`config.mk`:
```
export PLATFORM = sky130hd
export DESIGN_NAME = xotd_core
export DESIGN_NICKNAME = d
export VERILOG_FILES = /design/src/xotd_decode.v /design/src/xotd_timer.v /design/src/xotd_core.v
export VERILOG_INCLUDE_DIRS = /design/src
export SDC_FILE = /design/constraint.sdc
export NUM_CORES = 1
export LEC_CHECK = 0
export BUFFER_PORTS_ARGS = -buffer_cell sky130_fd_sc_hd__buf_2
export CORE_MARGIN = 5
export CORE_UTILIZATION = 40
export DETAILED_ROUTE_END_ITERATION = 16
export MAX_ROUTING_LAYER = met4
export PLACE_DENSITY = 0.55
export SKIP_CTS_REPAIR_TIMING = 1
export SYNTH_ARGS = -nofsm -noshare
export SYNTH_HDL_FRONTEND = slang
export SYNTH_SLANG_ARGS = --single-unit
```
`constraint.sdc`:
```
create_clock -name mclk -period 15.1 [get_ports mclk]
set_input_delay 1.51 -clock mclk [delete_from_list [all_inputs] [get_ports mclk]]
set_output_delay 1.51 -clock mclk [all_outputs]
set_load 0.1 [all_outputs]
```
`src/xotd_consts.vh`:
```
/*
 constants for the opcode timing decoder: register offsets, field positions,
 opcode values, flag positions, class codes and clock counts.
 assumes inclusion by bare name from the decoder sources and the bench.
*/
`ifndef XOTD_CONSTS_VH
`define XOTD_CONSTS_VH

// register byte offsets, one aligned 32-bit word each
`define XOTD_ADR_CTRL      8'h00
`define XOTD_ADR_INSN      8'h04
`define XOTD_ADR_DVD_LO    8'h08
`define XOTD_ADR_DVD_HI    8'h0c
`define XOTD_ADR_DIVISOR   8'h10
`define XOTD_ADR_STATUS    8'h14
`define XOTD_ADR_CYCLES    8'h18
`define XOTD_ADR_FLAGS     8'h1c

// control register fields
`define XOTD_CTRL_START    0
`define XOTD_CTRL_OP32     1
`define XOTD_CTRL_PMODE    2
`define XOTD_CTRL_RESET    3'h0

// status register fields
`define XOTD_ST_BUSY       0
`define XOTD_ST_DONE       1
`define XOTD_ST_DIVERR     2
`define XOTD_ST_UNSUP      3
`define XOTD_ST_MEMOP      4
`define XOTD_ST_CLS_LO     8

// flag vector positions, table column order
`define XOTD_FL_OF         8
`define XOTD_FL_DF         7
`define XOTD_FL_IF         6
`define XOTD_FL_TF         5
`define XOTD_FL_SF         4
`define XOTD_FL_ZF         3
`define XOTD_FL_AF         2
`define XOTD_FL_PF         1
`define XOTD_FL_CF         0
`define XOTD_MASK_NONE     9'h000
`define XOTD_MASK_OSZAPC   9'h11f
`define XOTD_MASK_SZAPC    9'h01f
`define XOTD_MASK_OSZAP    9'h11e
`define XOTD_MASK_DIV_WR   9'h018
`define XOTD_MASK_DIV_UND  9'h006

// opcode bytes
`define XOTD_OP_ESC        8'h0f
`define XOTD_OP2_MOVO      8'h40
`define XOTD_OP2_MOVNO     8'h41
`define XOTD_OP2_MOVS      8'h48
`define XOTD_OP2_MOVNS     8'h49
`define XOTD_OP2_MOVPE     8'h4a
`define XOTD_OP2_MOVPO     8'h4b
`define XOTD_OP2_CMPX_HI   7'h58
`define XOTD_OP_SEXT_DBL   8'h99
`define XOTD_OP_SEXT_IN    8'h98
`define XOTD_OP_ADJ_ADD    8'h27
`define XOTD_OP_ADJ_SUB    8'h2f
`define XOTD_OP_GRP_DEC_HI 7'h7f
`define XOTD_OP_DEC_SHORT  5'h09
`define XOTD_OP_GRP_DIV_HI 7'h7b
`define XOTD_OP_ENTER      8'hc8
`define XOTD_REG_DEC       3'h1
`define XOTD_REG_DIV       3'h6
`define XOTD_MOD_REG       2'h3

// instruction classes
`define XOTD_CLS_NONE      4'h0
`define XOTD_CLS_CMOV      4'h1
`define XOTD_CLS_CMPX      4'h2
`define XOTD_CLS_SEXT      4'h3
`define XOTD_CLS_ADJ       4'h4
`define XOTD_CLS_DEC       4'h5
`define XOTD_CLS_DIV       4'h6
`define XOTD_CLS_ENTER     4'h7

// clock counts with register operand or cache hit
`define XOTD_CYC_CMOV      10'h001
`define XOTD_CYC_CMPX      10'h00b
`define XOTD_CYC_SEXT      10'h002
`define XOTD_CYC_ADJ       10'h009
`define XOTD_CYC_DEC       10'h001
`define XOTD_CYC_DIV_BASE  10'h00d
`define XOTD_DIV_XTRA_B    10'h004
`define XOTD_DIV_XTRA_W    10'h00c
`define XOTD_DIV_XTRA_D    10'h01c
`define XOTD_CYC_ENT_BASE  10'h00a
`define XOTD_CYC_ENT_STEP  10'h003

`endif

```
`src/xotd_decode.v`:
```
/*
 combinational opcode decoder: class, base clock count, flag write and
 undefined masks, memory operand detect.
 assumes opcode bytes are stable while they are read.
*/
`timescale 1ns/1ps
`include "xotd_consts.vh"

module xotd_decode (
   input  wire [7:0] op0,
   input  wire [7:0] op1,
   input  wire [7:0] modrm,
   output reg  [3:0] cls,
   output reg  [9:0] base_cycles,
   output reg  [8:0] wr_mask,
   output reg  [8:0] und_mask,
   output reg        mem_op,
   output reg        wide
);
   wire [1:0] mod_f = modrm[7:6];
   wire [2:0] reg_f = modrm[5:3];

   always @* begin
      cls         = `XOTD_CLS_NONE;
      base_cycles = 10'h000;
      wr_mask     = `XOTD_MASK_NONE;
      und_mask    = `XOTD_MASK_NONE;
      mem_op      = 1'b0;
      wide        = 1'b0;
      if (op0 == `XOTD_OP_ESC) begin
         if (op1 == `XOTD_OP2_MOVO || op1 == `XOTD_OP2_MOVNO || op1 == `XOTD_OP2_MOVPE ||
             op1 == `XOTD_OP2_MOVPO || op1 == `XOTD_OP2_MOVNS || op1 == `XOTD_OP2_MOVS) begin
            cls         = `XOTD_CLS_CMOV;
            base_cycles = `XOTD_CYC_CMOV;
            mem_op      = (mod_f != `XOTD_MOD_REG);
         end else if (op1[7:1] == `XOTD_OP2_CMPX_HI) begin
            cls         = `XOTD_CLS_CMPX;
            base_cycles = `XOTD_CYC_CMPX;
            wr_mask     = `XOTD_MASK_OSZAPC;
            mem_op      = (mod_f != `XOTD_MOD_REG);
            wide        = op1[0];
         end
      end else if (op0 == `XOTD_OP_SEXT_DBL || op0 == `XOTD_OP_SEXT_IN) begin
         cls         = `XOTD_CLS_SEXT;
         base_cycles = `XOTD_CYC_SEXT;
      end else if (op0 == `XOTD_OP_ADJ_ADD || op0 == `XOTD_OP_ADJ_SUB) begin
         cls         = `XOTD_CLS_ADJ;
         base_cycles = `XOTD_CYC_ADJ;
         wr_mask     = `XOTD_MASK_SZAPC;
      end else if ((op0[7:1] == `XOTD_OP_GRP_DEC_HI && reg_f == `XOTD_REG_DEC) ||
                   op0[7:3] == `XOTD_OP_DEC_SHORT) begin
         cls         = `XOTD_CLS_DEC;
         base_cycles = `XOTD_CYC_DEC;
         wr_mask     = `XOTD_MASK_OSZAP;
         mem_op      = (op0[7:3] != `XOTD_OP_DEC_SHORT) && (mod_f != `XOTD_MOD_REG);
      end else if (op0[7:1] == `XOTD_OP_GRP_DIV_HI && reg_f == `XOTD_REG_DIV) begin
         cls         = `XOTD_CLS_DIV;
         base_cycles = `XOTD_CYC_DIV_BASE;
         wr_mask     = `XOTD_MASK_DIV_WR;
         und_mask    = `XOTD_MASK_DIV_UND;
         mem_op      = (mod_f != `XOTD_MOD_REG);
         wide        = op0[0];
      end else if (op0 == `XOTD_OP_ENTER) begin
         cls         = `XOTD_CLS_ENTER;
         base_cycles = `XOTD_CYC_ENT_BASE;
         mem_op      = 1'b1;
      end
   end
endmodule

```
`src/xotd_timer.v`:
```
/*
 execution timer: counts down the clock count of one instruction, stalls
 while a memory operand waits, reports the elapsed cycles.
 assumes start is a one-cycle pulse given only while idle.
*/
`timescale 1ns/1ps

module xotd_timer #(
   parameter CW = 10,
   parameter EW = 16
) (
   input  wire          mclk,
   input  wire          rst,
   input  wire          start,
   input  wire [CW-1:0] load_cycles,
   input  wire          mem_op,
   input  wire          mem_wait,
   output reg           busy,
   output reg           done,
   output reg  [EW-1:0] elapsed
);
   reg  [CW-1:0] remain;
   reg           hold_mem;
   wire          stall = hold_mem & mem_wait;

   always @(posedge mclk) begin
      if (rst) begin
         busy     <= 1'b0;
         done     <= 1'b0;
         elapsed  <= {EW{1'b0}};
         remain   <= {CW{1'b0}};
         hold_mem <= 1'b0;
      end else begin
         done <= 1'b0;
         if (start && !busy) begin
            busy     <= 1'b1;
            remain   <= load_cycles;
            hold_mem <= mem_op;
            elapsed  <= {EW{1'b0}};
         end else if (busy) begin
            elapsed <= elapsed + {{(EW-1){1'b0}}, 1'b1};
            if (!stall) begin
               remain <= remain - {{(CW-1){1'b0}}, 1'b1};
               // last counted cycle, extra wait cycles already absorbed
               if (remain == {{(CW-1){1'b0}}, 1'b1}) begin
                  busy <= 1'b0;
                  done <= 1'b1;
               end
            end
         end
      end
   end
endmodule

```
`src/xotd_core.v`:
```
/*
 opcode timing decoder top: classic wishbone register slave, decode of one
 instruction, divide timing and fault check, stack-frame timing, timer.
 assumes a single-cycle classic wishbone master on mclk and a mem_wait
 level from the memory side that is high while an operand access waits.
*/
`timescale 1ns/1ps
`include "xotd_consts.vh"

// Behaviour
// - overflow move: one clock, flags kept
// - no-overflow move: one clock, flags kept
// - parity-even move: one clock, flags kept
// - parity-odd move: one clock, flags kept
// - not-negative move: one clock, flags kept
// - register compare-exchange: eleven clocks, six flags
// - memory compare-exchange: eleven clocks, six flags
// - sign extend into data register: two clocks
// - sign extend in place: two clocks
// - add adjust: nine clocks, five flags
// - subtract adjust: nine clocks, five flags
// - decrement: one clock, carry kept
// - divide: size-dependent thirteen-to-forty-one clocks
// - frame entry: ten plus three per level
module xotd_core #(
   parameter CW = 10,
   parameter EW = 16
) (
   input  wire        mclk,
   input  wire        rst,
   input  wire        wb_cyc_i,
   input  wire        wb_stb_i,
   input  wire        wb_we_i,
   input  wire [7:0]  wb_adr_i,
   input  wire [3:0]  wb_sel_i,
   input  wire [31:0] wb_dat_i,
   output reg  [31:0] wb_dat_o,
   output reg         wb_ack_o,
   input  wire        mem_wait,
   output wire        busy,
   output wire        insn_done,
   output reg         divide_error
);
   localparam ST_IDLE = 3'b001;
   localparam ST_RUN  = 3'b010;
   localparam ST_FIN  = 3'b100;

   reg  [2:0]    state;
   reg  [2:0]    next_state;
   reg           op32;
   reg           pmode;
   reg  [31:0]   insn;
   reg  [31:0]   dvd_lo;
   reg  [31:0]   dvd_hi;
   reg  [31:0]   divisor;
   reg           done_flag;
   reg           err_flag;
   reg           unsup_flag;
   reg  [3:0]    last_cls;
   reg           last_mem;
   reg  [8:0]    last_wr;
   reg  [8:0]    last_und;
   reg  [EW-1:0] last_cycles;
   reg           launch;
   reg  [CW-1:0] launch_cycles;
   reg           launch_mem;

   wire [3:0]    dec_cls;
   wire [9:0]    dec_base;
   wire [8:0]    dec_wr;
   wire [8:0]    dec_und;
   wire          dec_mem;
   wire          dec_wide;
   wire          tmr_busy;
   wire          tmr_done;
   wire [EW-1:0] tmr_elapsed;

   wire          bus_req  = wb_cyc_i & wb_stb_i & ~wb_ack_o;
   wire          bus_wr   = bus_req & wb_we_i;
   wire          start_wr = bus_wr && wb_adr_i == `XOTD_ADR_CTRL && wb_sel_i[0] &&
                            wb_dat_i[`XOTD_CTRL_START];
   wire          go       = start_wr && state == ST_IDLE;

   xotd_decode u_dec (
      .op0         (insn[7:0]),
      .op1         (insn[15:8]),
      .modrm       (insn[23:16]),
      .cls         (dec_cls),
      .base_cycles (dec_base),
      .wr_mask     (dec_wr),
      .und_mask    (dec_und),
      .mem_op      (dec_mem),
      .wide        (dec_wide)
   );

   xotd_timer #(
      .CW (CW),
      .EW (EW)
   ) u_tmr (
      .mclk        (mclk),
      .rst         (rst),
      .start       (launch),
      .load_cycles (launch_cycles),
      .mem_op      (launch_mem),
      .mem_wait    (mem_wait),
      .busy        (tmr_busy),
      .done        (tmr_done),
      .elapsed     (tmr_elapsed)
   );

   // operand size of the divide: byte, word or doubleword
   wire          div_byte = ~dec_wide;
   wire          div_dw   = dec_wide & op32;

   // dividend is twice the divisor width, high half overflows the quotient
   wire [31:0]   dvs_eff  = div_byte ? {24'h000000, divisor[7:0]} :
                            div_dw   ? divisor : {16'h0000, divisor[15:0]};
   wire [31:0]   dvd_top  = div_byte ? {24'h000000, dvd_lo[15:8]} :
                            div_dw   ? dvd_hi : {16'h0000, dvd_hi[15:0]};
   wire [63:0]   dvd_all  = div_byte ? {48'h0, dvd_lo[15:0]} :
                            div_dw   ? {dvd_hi, dvd_lo} : {32'h0, dvd_hi[15:0], dvd_lo[15:0]};
   wire          div_zero = (dvs_eff == 32'h00000000);
   wire          div_ovf  = (dvd_top >= dvs_eff);
   wire          div_bad  = div_zero | div_ovf;

   function [6:0] bit_len;
      input [63:0] v;
      integer i;
      begin
         bit_len = 7'h00;
         for (i = 0; i < 64; i = i + 1) begin
            if (v[i])
               bit_len = i[6:0] + 7'h01;
         end
      end
   endfunction

   // quotient length estimate drives the extra clocks, capped per size
   wire [6:0]    q_len_raw = bit_len(dvd_all) - bit_len({32'h0, dvs_eff}) + 7'h01;
   wire [9:0]    div_cap   = div_byte ? `XOTD_DIV_XTRA_B :
                             div_dw   ? `XOTD_DIV_XTRA_D : `XOTD_DIV_XTRA_W;
   wire [9:0]    q_len     = (bit_len(dvd_all) < bit_len({32'h0, dvs_eff})) ? 10'h000 :
                             {3'b000, q_len_raw};
   wire [9:0]    div_xtra  = (q_len > div_cap) ? div_cap : q_len;
   wire [9:0]    div_cyc   = dec_base + div_xtra;

   // level 1 gives 13 and level 0 gives 10 from the same sum
   wire [9:0]    ent_lvl   = {2'b00, insn[31:24]};
   wire [9:0]    ent_mul   = ent_lvl * `XOTD_CYC_ENT_STEP;
   wire [9:0]    ent_cyc   = dec_base + ent_mul;

   wire [9:0]    run_cyc   = (dec_cls == `XOTD_CLS_DIV)   ? div_cyc :
                             (dec_cls == `XOTD_CLS_ENTER) ? ent_cyc : dec_base;
   wire          fault     = (dec_cls == `XOTD_CLS_DIV) && div_bad;
   wire          unknown   = (dec_cls == `XOTD_CLS_NONE);

   always @* begin
      next_state = state;
      case (state)
         ST_IDLE: begin
            if (go && !fault && !unknown)
               next_state = ST_RUN;
         end
         ST_RUN: begin
            if (tmr_done)
               next_state = ST_FIN;
         end
         ST_FIN: begin
            next_state = ST_IDLE;
         end
         default: begin
            next_state = ST_IDLE;
         end
      endcase
   end

   always @(posedge mclk) begin
      if (rst) begin
         state         <= ST_IDLE;
         launch        <= 1'b0;
         launch_cycles <= {CW{1'b0}};
         launch_mem    <= 1'b0;
         done_flag     <= 1'b0;
         err_flag      <= 1'b0;
         unsup_flag    <= 1'b0;
         divide_error  <= 1'b0;
         last_cls      <= `XOTD_CLS_NONE;
         last_mem      <= 1'b0;
         last_wr       <= `XOTD_MASK_NONE;
         last_und      <= `XOTD_MASK_NONE;
         last_cycles   <= {EW{1'b0}};
      end else begin
         state        <= next_state;
         launch       <= 1'b0;
         divide_error <= 1'b0;
         if (go) begin
            last_cls   <= dec_cls;
            last_mem   <= dec_mem;
            last_wr    <= fault ? `XOTD_MASK_NONE : dec_wr;
            last_und   <= fault ? `XOTD_MASK_NONE : dec_und;
            err_flag   <= fault;
            unsup_flag <= unknown;
            // a fault or an unknown opcode finishes at once with no count
            done_flag  <= fault | unknown;
            divide_error <= fault;
            if (fault || unknown)
               last_cycles <= {EW{1'b0}};
            if (!fault && !unknown) begin
               launch        <= 1'b1;
               launch_cycles <= run_cyc[CW-1:0];
               launch_mem    <= dec_mem;
            end
         end
         if (tmr_done) begin
            done_flag   <= 1'b1;
            // elapsed already counts the edge that raised done
            last_cycles <= tmr_elapsed;
         end
      end
   end

   assign busy      = (state != ST_IDLE) | launch | tmr_busy;
   assign insn_done = tmr_done | divide_error;

   always @(posedge mclk) begin
      if (rst) begin
         op32    <= 1'b0;
         pmode   <= 1'b0;
         insn    <= 32'h00000000;
         dvd_lo  <= 32'h00000000;
         dvd_hi  <= 32'h00000000;
         divisor <= 32'h00000000;
      end else if (bus_wr && !busy) begin
         // operands are frozen while an instruction runs
         case (wb_adr_i)
            `XOTD_ADR_CTRL: begin
               if (wb_sel_i[0]) begin
                  op32  <= wb_dat_i[`XOTD_CTRL_OP32];
                  pmode <= wb_dat_i[`XOTD_CTRL_PMODE];
               end
            end
            `XOTD_ADR_INSN: begin
               insn <= merge(insn, wb_dat_i, wb_sel_i);
            end
            `XOTD_ADR_DVD_LO: begin
               dvd_lo <= merge(dvd_lo, wb_dat_i, wb_sel_i);
            end
            `XOTD_ADR_DVD_HI: begin
               dvd_hi <= merge(dvd_hi, wb_dat_i, wb_sel_i);
            end
            `XOTD_ADR_DIVISOR: begin
               divisor <= merge(divisor, wb_dat_i, wb_sel_i);
            end
            default: begin
               op32 <= op32;
            end
         endcase
      end
   end

   function [31:0] merge;
      input [31:0] old;
      input [31:0] nw;
      input [3:0]  sel;
      integer b;
      begin
         merge = old;
         for (b = 0; b < 4; b = b + 1) begin
            if (sel[b])
               merge[b*8 +: 8] = nw[b*8 +: 8];
         end
      end
   endfunction

   always @(posedge mclk) begin
      if (rst) begin
         wb_ack_o <= 1'b0;
         wb_dat_o <= 32'h00000000;
      end else begin
         wb_ack_o <= bus_req;
         if (bus_req && !wb_we_i) begin
            case (wb_adr_i)
               `XOTD_ADR_CTRL:    wb_dat_o <= {29'h0, pmode, op32, 1'b0};
               `XOTD_ADR_INSN:    wb_dat_o <= insn;
               `XOTD_ADR_DVD_LO:  wb_dat_o <= dvd_lo;
               `XOTD_ADR_DVD_HI:  wb_dat_o <= dvd_hi;
               `XOTD_ADR_DIVISOR: wb_dat_o <= divisor;
               `XOTD_ADR_STATUS:  wb_dat_o <= {20'h0, last_cls, 3'h0, last_mem, unsup_flag,
                                               err_flag, done_flag, busy};
               `XOTD_ADR_CYCLES:  wb_dat_o <= {{(32-EW){1'b0}}, last_cycles};
               `XOTD_ADR_FLAGS:   wb_dat_o <= {7'h0, last_und, 7'h0, last_wr};
               default:           wb_dat_o <= 32'h00000000;
            endcase
         end
      end
   end
endmodule

```
-- Yosys cells after proc, flatten, opt, wreduce, memory -nomap -nowiden
Index checks and enable logic that the tools add are counted.
- add/subtract/negate cells: 6
- multipliers: 1
- order comparisons: 3
- eq/ne operators: 36
- mux-type cells: 171
- bitwise gates (word level): 13
- reduce and logical (&&, ||, !) cells: 58
- operator list (cell ; count):
    7-bit 2-to-1 mux ; 96
    32-bit one-hot mux with 8 select lines ; 1
    32-bit 2-to-1 mux ; 4
    64-bit 2-to-1 mux ; 2
    10-bit 2-to-1 mux ; 11
    9-bit 2-to-1 mux ; 12
    3-bit AND reduction ; 17
    8-bit by 7-bit equality test with 1-bit output (second input constant) ; 6
    16-bit 2-to-1 mux ; 3
    8-bit by 5-bit equality test with 1-bit output (second input constant) ; 4
    32-bit greater-or-equal comparator ; 1
    32-bit logical NOT ; 1
    4-bit 2-to-1 mux ; 8
    1-bit 2-to-1 mux ; 25
    8-bit by 4-bit equality test with 1-bit output (second input constant) ; 3
    8-bit equality test (second input constant) ; 3
    7-bit equality test (second input constant) ; 3
    16-bit by 1-bit adder with 16-bit output (second input constant) ; 1
    8-bit by 6-bit equality test with 1-bit output (second input constant) ; 2
    5-bit 2-to-1 mux ; 3
    1-bit logical AND ; 14
    3-bit 2-to-1 mux ; 4
    10-bit adder ; 1
    10-bit by 7-bit adder with 10-bit output ; 1
    30 further kinds ; 62
- flip-flop bits (word level): 250
- bits of input ports: 50
- output and inout bits: 36
- logic and storage cells: 326

-- Longest topological paths before layout
- depth after elaboration: 82
- mapped depth: 34
- depth with buffers taken out: 32

-- By module
A second synthesis with hierarchy kept.
- cell total of the unflattened synthesis: 1879
- area, all modules: 14680.3 sq um
- by module, submodules not included (module ; instances ; cells an instance ; area an instance (sq um) ; seq. area each (sq um)):
    xotd_core ; 1 ; 1645 ; 12754.7 ; 4424.2
    xotd_timer ; 1 ; 164 ; 1402.6 ; 580.6
    xotd_decode ; 1 ; 70 ; 523.0 ; 0.0

-- Least setup slack after synthesis
No wires, ideal clock.
- kind: register to register
- from: register insn[7]
- to: register launch_cycles[4]
- library setup time: 0.132 ns
- arrival time: 5.759 ns
- required time: 14.968 ns
- setup slack: 9.210 ns
- cell stages (with the launch flop): 29
- buffers on the path: 4
- period minus slack after synthesis: 5.890 ns
- cells stage by stage: dfxtp_1 -> buf_6 -> or4b_4 -> nor4_1 -> or2_1 -> clkbuf_1 -> and2_1 -> buf_2 -> buf_1 -> nand2_1 -> nand2_1 -> ha_1 -> ha_1 -> a21o_1 -> a21oi_1 -> xor2_1 -> nor2_1 -> ha_1 -> nand3_1 -> nand2_1 -> inv_1 -> a31o_2 -> a22oi_1 -> mux2_2 -> ha_1 -> a21oi_1 -> xor2_1 -> a221oi_1 -> nor3_1
- cells in the longest elaborated chain, start to end: 79
- elaborated cells on any way between the ends: 157
- those cells by class: add/sub: 4; order compare: 3; eq/ne: 11; mux: 125; bitwise: 2; reduce/logical: 12
- ends and longest elaborated chain (element ; RTL line ; source):
    from (decl) ; xotd_core.v:52 ; reg [31:0] insn;
    from (signal assigned) ; xotd_core.v:243 ; insn <= merge(insn, wb_dat_i, wb_sel_i);
    7-bit equality test (no line) ; -- ;
    1-bit logical AND (no line) ; -- ;
    1-bit 2-to-1 mux / 1-bit logical OR (equally long branches) ; -- ;
    1-bit 2-to-1 mux ; xotd_decode.v:50 ; end else if ((op0[7:1] == `XOTD_OP_GRP_DEC_HI && reg_f == `XOTD_REG_DEC) ||
    1-bit 2-to-1 mux ; xotd_decode.v:46 ; end else if (op0 == `XOTD_OP_ADJ_ADD || op0 == `XOTD_OP_ADJ_SUB) begin
    1-bit 2-to-1 mux ; xotd_decode.v:43 ; end else if (op0 == `XOTD_OP_SEXT_DBL || op0 == `XOTD_OP_SEXT_IN) begin
    1-bit 2-to-1 mux ; xotd_decode.v:30 ; if (op0 == `XOTD_OP_ESC) begin
    64-bit 2-to-1 mux ; xotd_core.v:120 ; wire [63:0] dvd_all = div_byte ? {48'h0, dvd_lo[15:0]} :
    1-bit 2-to-1 mux ; xotd_core.v:132 ; if (v[i])
    7-bit 2-to-1 mux (63 in series) ; xotd_core.v:132 ;
    7-bit subtractor ; xotd_core.v:139 ; wire [6:0] q_len_raw = bit_len(dvd_all) - bit_len({32'h0, dvs_eff}) + 7'h01;
    7-bit by 1-bit adder with 7-bit output ; xotd_core.v:139 ;
    7-bit 2-to-1 mux ; xotd_core.v:142 ; wire [9:0] q_len = (bit_len(dvd_all) < bit_len({32'h0, dvs_eff})) ? 10'h000 :
    7-bit by 5-bit > comparator with 1-bit output ; xotd_core.v:144 ; wire [9:0] div_xtra = (q_len > div_cap) ? div_cap : q_len;
    7-bit 2-to-1 mux ; xotd_core.v:144 ;
    10-bit by 7-bit adder with 10-bit output ; xotd_core.v:145 ; wire [9:0] div_cyc = dec_base + div_xtra;
    10-bit 2-to-1 mux ; xotd_core.v:152 ; wire [9:0] run_cyc = (dec_cls == `XOTD_CLS_DIV) ? div_cyc :
    to (signal assigned) ; xotd_core.v:181 ; launch_cycles <= {CW{1'b0}};
    to (signal assigned) ; xotd_core.v:210 ; launch_cycles <= run_cyc[CW-1:0];
    to (decl) ; xotd_core.v:65 ; reg [CW-1:0] launch_cycles;
Several ways; a longest one is shown, not always the timed one.
A chain may end at the register's enable or synchronous reset.

-- Final worst setup path
- from: register insn[13]
- to: register launch_cycles[4]
- cells in the longest elaborated chain, start to end: 80
- elaborated cells on any way between the ends: 147
- those cells by class: add/sub: 4; order compare: 3; eq/ne: 9; mux: 117; bitwise: 2; reduce/logical: 12
- ends and longest elaborated chain (element ; RTL line ; source):
    8-bit by 7-bit equality test with 1-bit output (no line) ; -- ;
    1-bit logical OR (no line) (5 in series) ; -- ;
    1-bit 2-to-1 mux ; xotd_decode.v:31 ; if (op1 == `XOTD_OP2_MOVO || op1 == `XOTD_OP2_MOVNO || op1 == `XOTD_OP2_MOVPE ||
    1-bit 2-to-1 mux ; xotd_decode.v:30 ;
    64-bit 2-to-1 mux ; xotd_core.v:120 ;
    1-bit 2-to-1 mux ; xotd_core.v:132 ;
    7-bit 2-to-1 mux (63 in series) ; xotd_core.v:132 ;
    7-bit subtractor ; xotd_core.v:139 ;
    7-bit by 1-bit adder with 7-bit output ; xotd_core.v:139 ;
    7-bit 2-to-1 mux ; xotd_core.v:142 ;
    7-bit by 5-bit > comparator with 1-bit output ; xotd_core.v:144 ;
    7-bit 2-to-1 mux ; xotd_core.v:144 ;
    10-bit by 7-bit adder with 10-bit output ; xotd_core.v:145 ;
    10-bit 2-to-1 mux ; xotd_core.v:152 ;
Several ways; a longest one is shown, not always the timed one.

==> impl_metrics.toml <==
[power_and_ir_drop]
power.density_cell_area_nw_per_um2 = 90.0
finalPower_uw = 1370
power.combinational.fraction_pct = 2.6
max-vdd-ir-drop_v = 0.0000763
power_frac_seq_pct = 45.6
power_internal_uw = 1060
p_sw_share_pct = 22.4
pwr-share-clk_pct = 51.8
switchingPower_uw = 306
cellLeakagePower_uw = 0.00555

[synth]
synth_enable_flop_cells = 0
synth_cell_type_count = 79
netlist_area_before_placement_um2 = 13500
synthAdderAreaFrac_pct = 7.36
synth-seq-cells = 236
main_combinational_cell_family_by_area_after_synthesis = "simple AND/OR/NAND/NOR gates"
synthXorXnorAreaFrac_pct = 1.43
synthMuxAreaShare_pct = 5.51
synth_compound_gate_area_share_pct = 22.6
synth_nets = 1864
synth_simple_gate_area_share_pct = 23.8
synthesis.yosys.warnings = 0
synth.avg_cell_area_um2 = 7.75
syn_inst = 1739
yosys_most_used_dff = "dfxtp_1"
proportion_of_register_bits_with_asynchronous_set_or_reset_after_synthesis_pct = 0
synth_sequential_area_ratio_pct = 35.1

[timing]
fin_crit_sh_pct = 45.6
max_slew.worst_pin.slew_ns = 1.12
grt_setup_unrepaired = "no"
hold_violations = 0
layout_min_cycle_time_ns = 6.88
timing.final.setup_violations = 0
final.setup.tns_ns = 0
slew_viols_final = 0
timing_limited_maximum_frequency_mhz = 145
slew-limit-headroom_pct = 25.2
clock-skew-final_ns = 0.0176

[global_route]
grt_use_total_pct = 26.5
grt_pass1_vias = 12700
grt_use_met1_pct = 36.2
grt_max_degree = 110
global_route.peak_usage_layer = "met2"
grt.met3_usage_pct = 4.26
antenna_found_initial = 0
grt_first_pass_wirelength_mm = 77.5
gr-usage-met2_pct = 41.3
grt.overflow.total = 0

[drt]
ant_nets = 0
dr.pass1.iters = 5
drt-wirelength-per-cell_um = 22.5
dr_total_vias = 13300
remaining_drc_errors = 0
detail_route.vias_per_cell = 5.95
drt_iter0_drc = 1467
drt-total-wl_mm = 50.5

[placed_design]
final_replace_weighted_congestion = 0.949
dpl.hpwl_mm = 36.9
placed_area_um2 = 14200
io_buffer_count = 85

[floorplan]
initial_core_util_pct = 40.4
design.portCount = 86
fp.coreArea_um2 = 33400
die_h_um = 194
rows = 67
floorplan.die_area_um2 = 37400
dieWidth_um = 194

[clock_network]
clk_latency_ns = 0.55
clk_buf_depth = 3
tritoncts.num_buffers = 28
tritoncts = "done"
cts_clk_pin_slew_worst_paths_ns = 0.06
clockRootBuffer = "clkbuf_16"
h-tree-depth = 1
clkSinkCount = 236

[cells_and_area]
design.final.nets = 1896
share_of_layout_cells_above_drive_strength_1_pct = 9.60
most-common-layout-cells = "nand2_1 (253), dfxtp_1 (236), nor2_1 (229), a21oi_1 (212), buf_2 (84)"
final_cell_area_um2 = 15200
most_common_library_cell_in_the_layout_ignoring_fill_and_taps = "nand2_1"
diodes = 0
growth_of_design_area_from_synthesis_to_finish_pct = 12.7
final_core_util_pct = 45.5

[worst_setup_path]
timing.critical_path.to_type = "flip-flop"
critical_path_peak_fanout = 36
critPathLaunchType = "flip-flop"
worst_ep_arrival_time_ns = 7.27
critPathRequiredTime_ns = 15.49
timing_worst_setup_path_type = "flip-flop to flip-flop"

[worst_hold_path]
min_path_type = "flip-flop to flip-flop"

[job]
drv_cap = 0

[status]
outcome = "finished clean"
final cells by class:
cell class / instances / area, µm²
flip-flops and latches: 236 / 4720
clock inverters: 13 / 149
well taps: 448 / 561
clock buffers: 38 / 820
multi-input cells: 1354 / 8190
repair buffers: 99 / 537
fillers: 3451 / 18200
inverters: 52 / 195
state kept, by name, indices dropped and copies added, names as in the netlist, 3 cells and up:
signal / count
u_tmr.elapsed: 16
dvd_hi: 32
launch_cycles: 10
last_wr: 4
dvd_lo: 32
last_cls: 3
insn: 32
state: 3
wb_dat_o: 32
last_cycles: 16
divisor: 32
u_tmr.remain: 10
stage by stage:
step / std cells / hold slack (ns) / worst slack [ns]
floorplan: 1739 / 0.421 / 9.21
detailed placement: 2189 / 0.441 / 8.28
global route: 2240 / 0.483 / 7.76
global placement: 2189 / 0.436 / 8.44
CTS: 2240 / 0.455 / 8.27
finish: 2240 / 0.454 / 8.22
power groups by stage:
| stage | Combinational, µW | Sequential, µW | Clock (µW) |
|---|---|---|---|
| floorplan | 15.2 | 637 | 0 |
| global placement | 35.3 | 637 | 0 |
| detailed placement | 35.3 | 637 | 0 |
| CTS | 35.3 | 623 | 719 |
| global route | 37.9 | 623 | 750 |
| finish | 35.5 | 623 | 708 |
final timing paths:
kind / start / endpoint / slack (ns) / depth (start not counted)
setup reg to reg: insn[13] / launch_cycles[4] / 8.22 / 27
hold reg to reg: launch_mem / launch_mem / 0.45 / 2
hold / removal: launch_mem / launch_mem / 0.45 / 2
setup / recovery: insn[13] / launch_cycles[4] / 8.22 / 27
cell usage after synthesis (all sizes together) (8+ instances only):
cell type	count	area (µm²)
a21o	16	120
nand2	254	956
nor4	27	184
dfxtp	236	4720
o21ai	56	280
nor2b	12	75.1
a22oi	59	443
xnor2	8	70.1
xor2	14	123
nor2	230	863
and3	25	156
a21oi	213	1070
a22o	21	193
a222oi	12	120
clkbuf	89	334
ha	68	851
inv	51	191
nand2b	9	56.3
a221oi	10	87.6
or3	17	106
nor3b	8	60.1
nand3	38	195
buf	8	47.5
nand4	11	68.8
a31oi	13	81.3
nor3	40	200
mux2i	73	731
and2	12	75.1
critical path, cell delays in order, from the launching register on:
cell	delay [ns]
dfxtp_1	0.37
or4bb_1	0.65
nor4_1	0.36
or2_1	0.15
buf_4	0.33
and2_1	0.18
buf_4	0.26
inv_1	0.29
o22a_1	0.28
o21ai_0	0.23
ha_1	0.33
ha_1	0.31
a21o_1	0.19
a21oi_1	0.18
xor2_1	0.18
nor2_1	0.08
ha_1	0.30
nand3_1	0.10
nand2_1	0.08
inv_1	0.06
a31o_2	0.21
a22oi_1	0.27
mux2_2	0.40
ha_1	0.32
a21oi_1	0.16
xor2_1	0.08
a221oi_1	0.29
nor3_1	0.07
cells by family (layout without fill, tap and decap cells):
family | after synthesis | count (layout)
simple gates | 708 | 708
compound gates | 475 | 475
flops | 236 | 236
buf+inv | 149 | 202
fa+ha+maj | 75 | 75
mux | 74 | 74
xor+xnor | 22 | 22
per-layer routing:
metal	routed length [µm]	vias to the layer above
li1	-	6314
met1	22700	6322
met2	22600	589
met3	3830	96
met4	1310	0
met5	0	-
(Power assumes the default switching activity.)
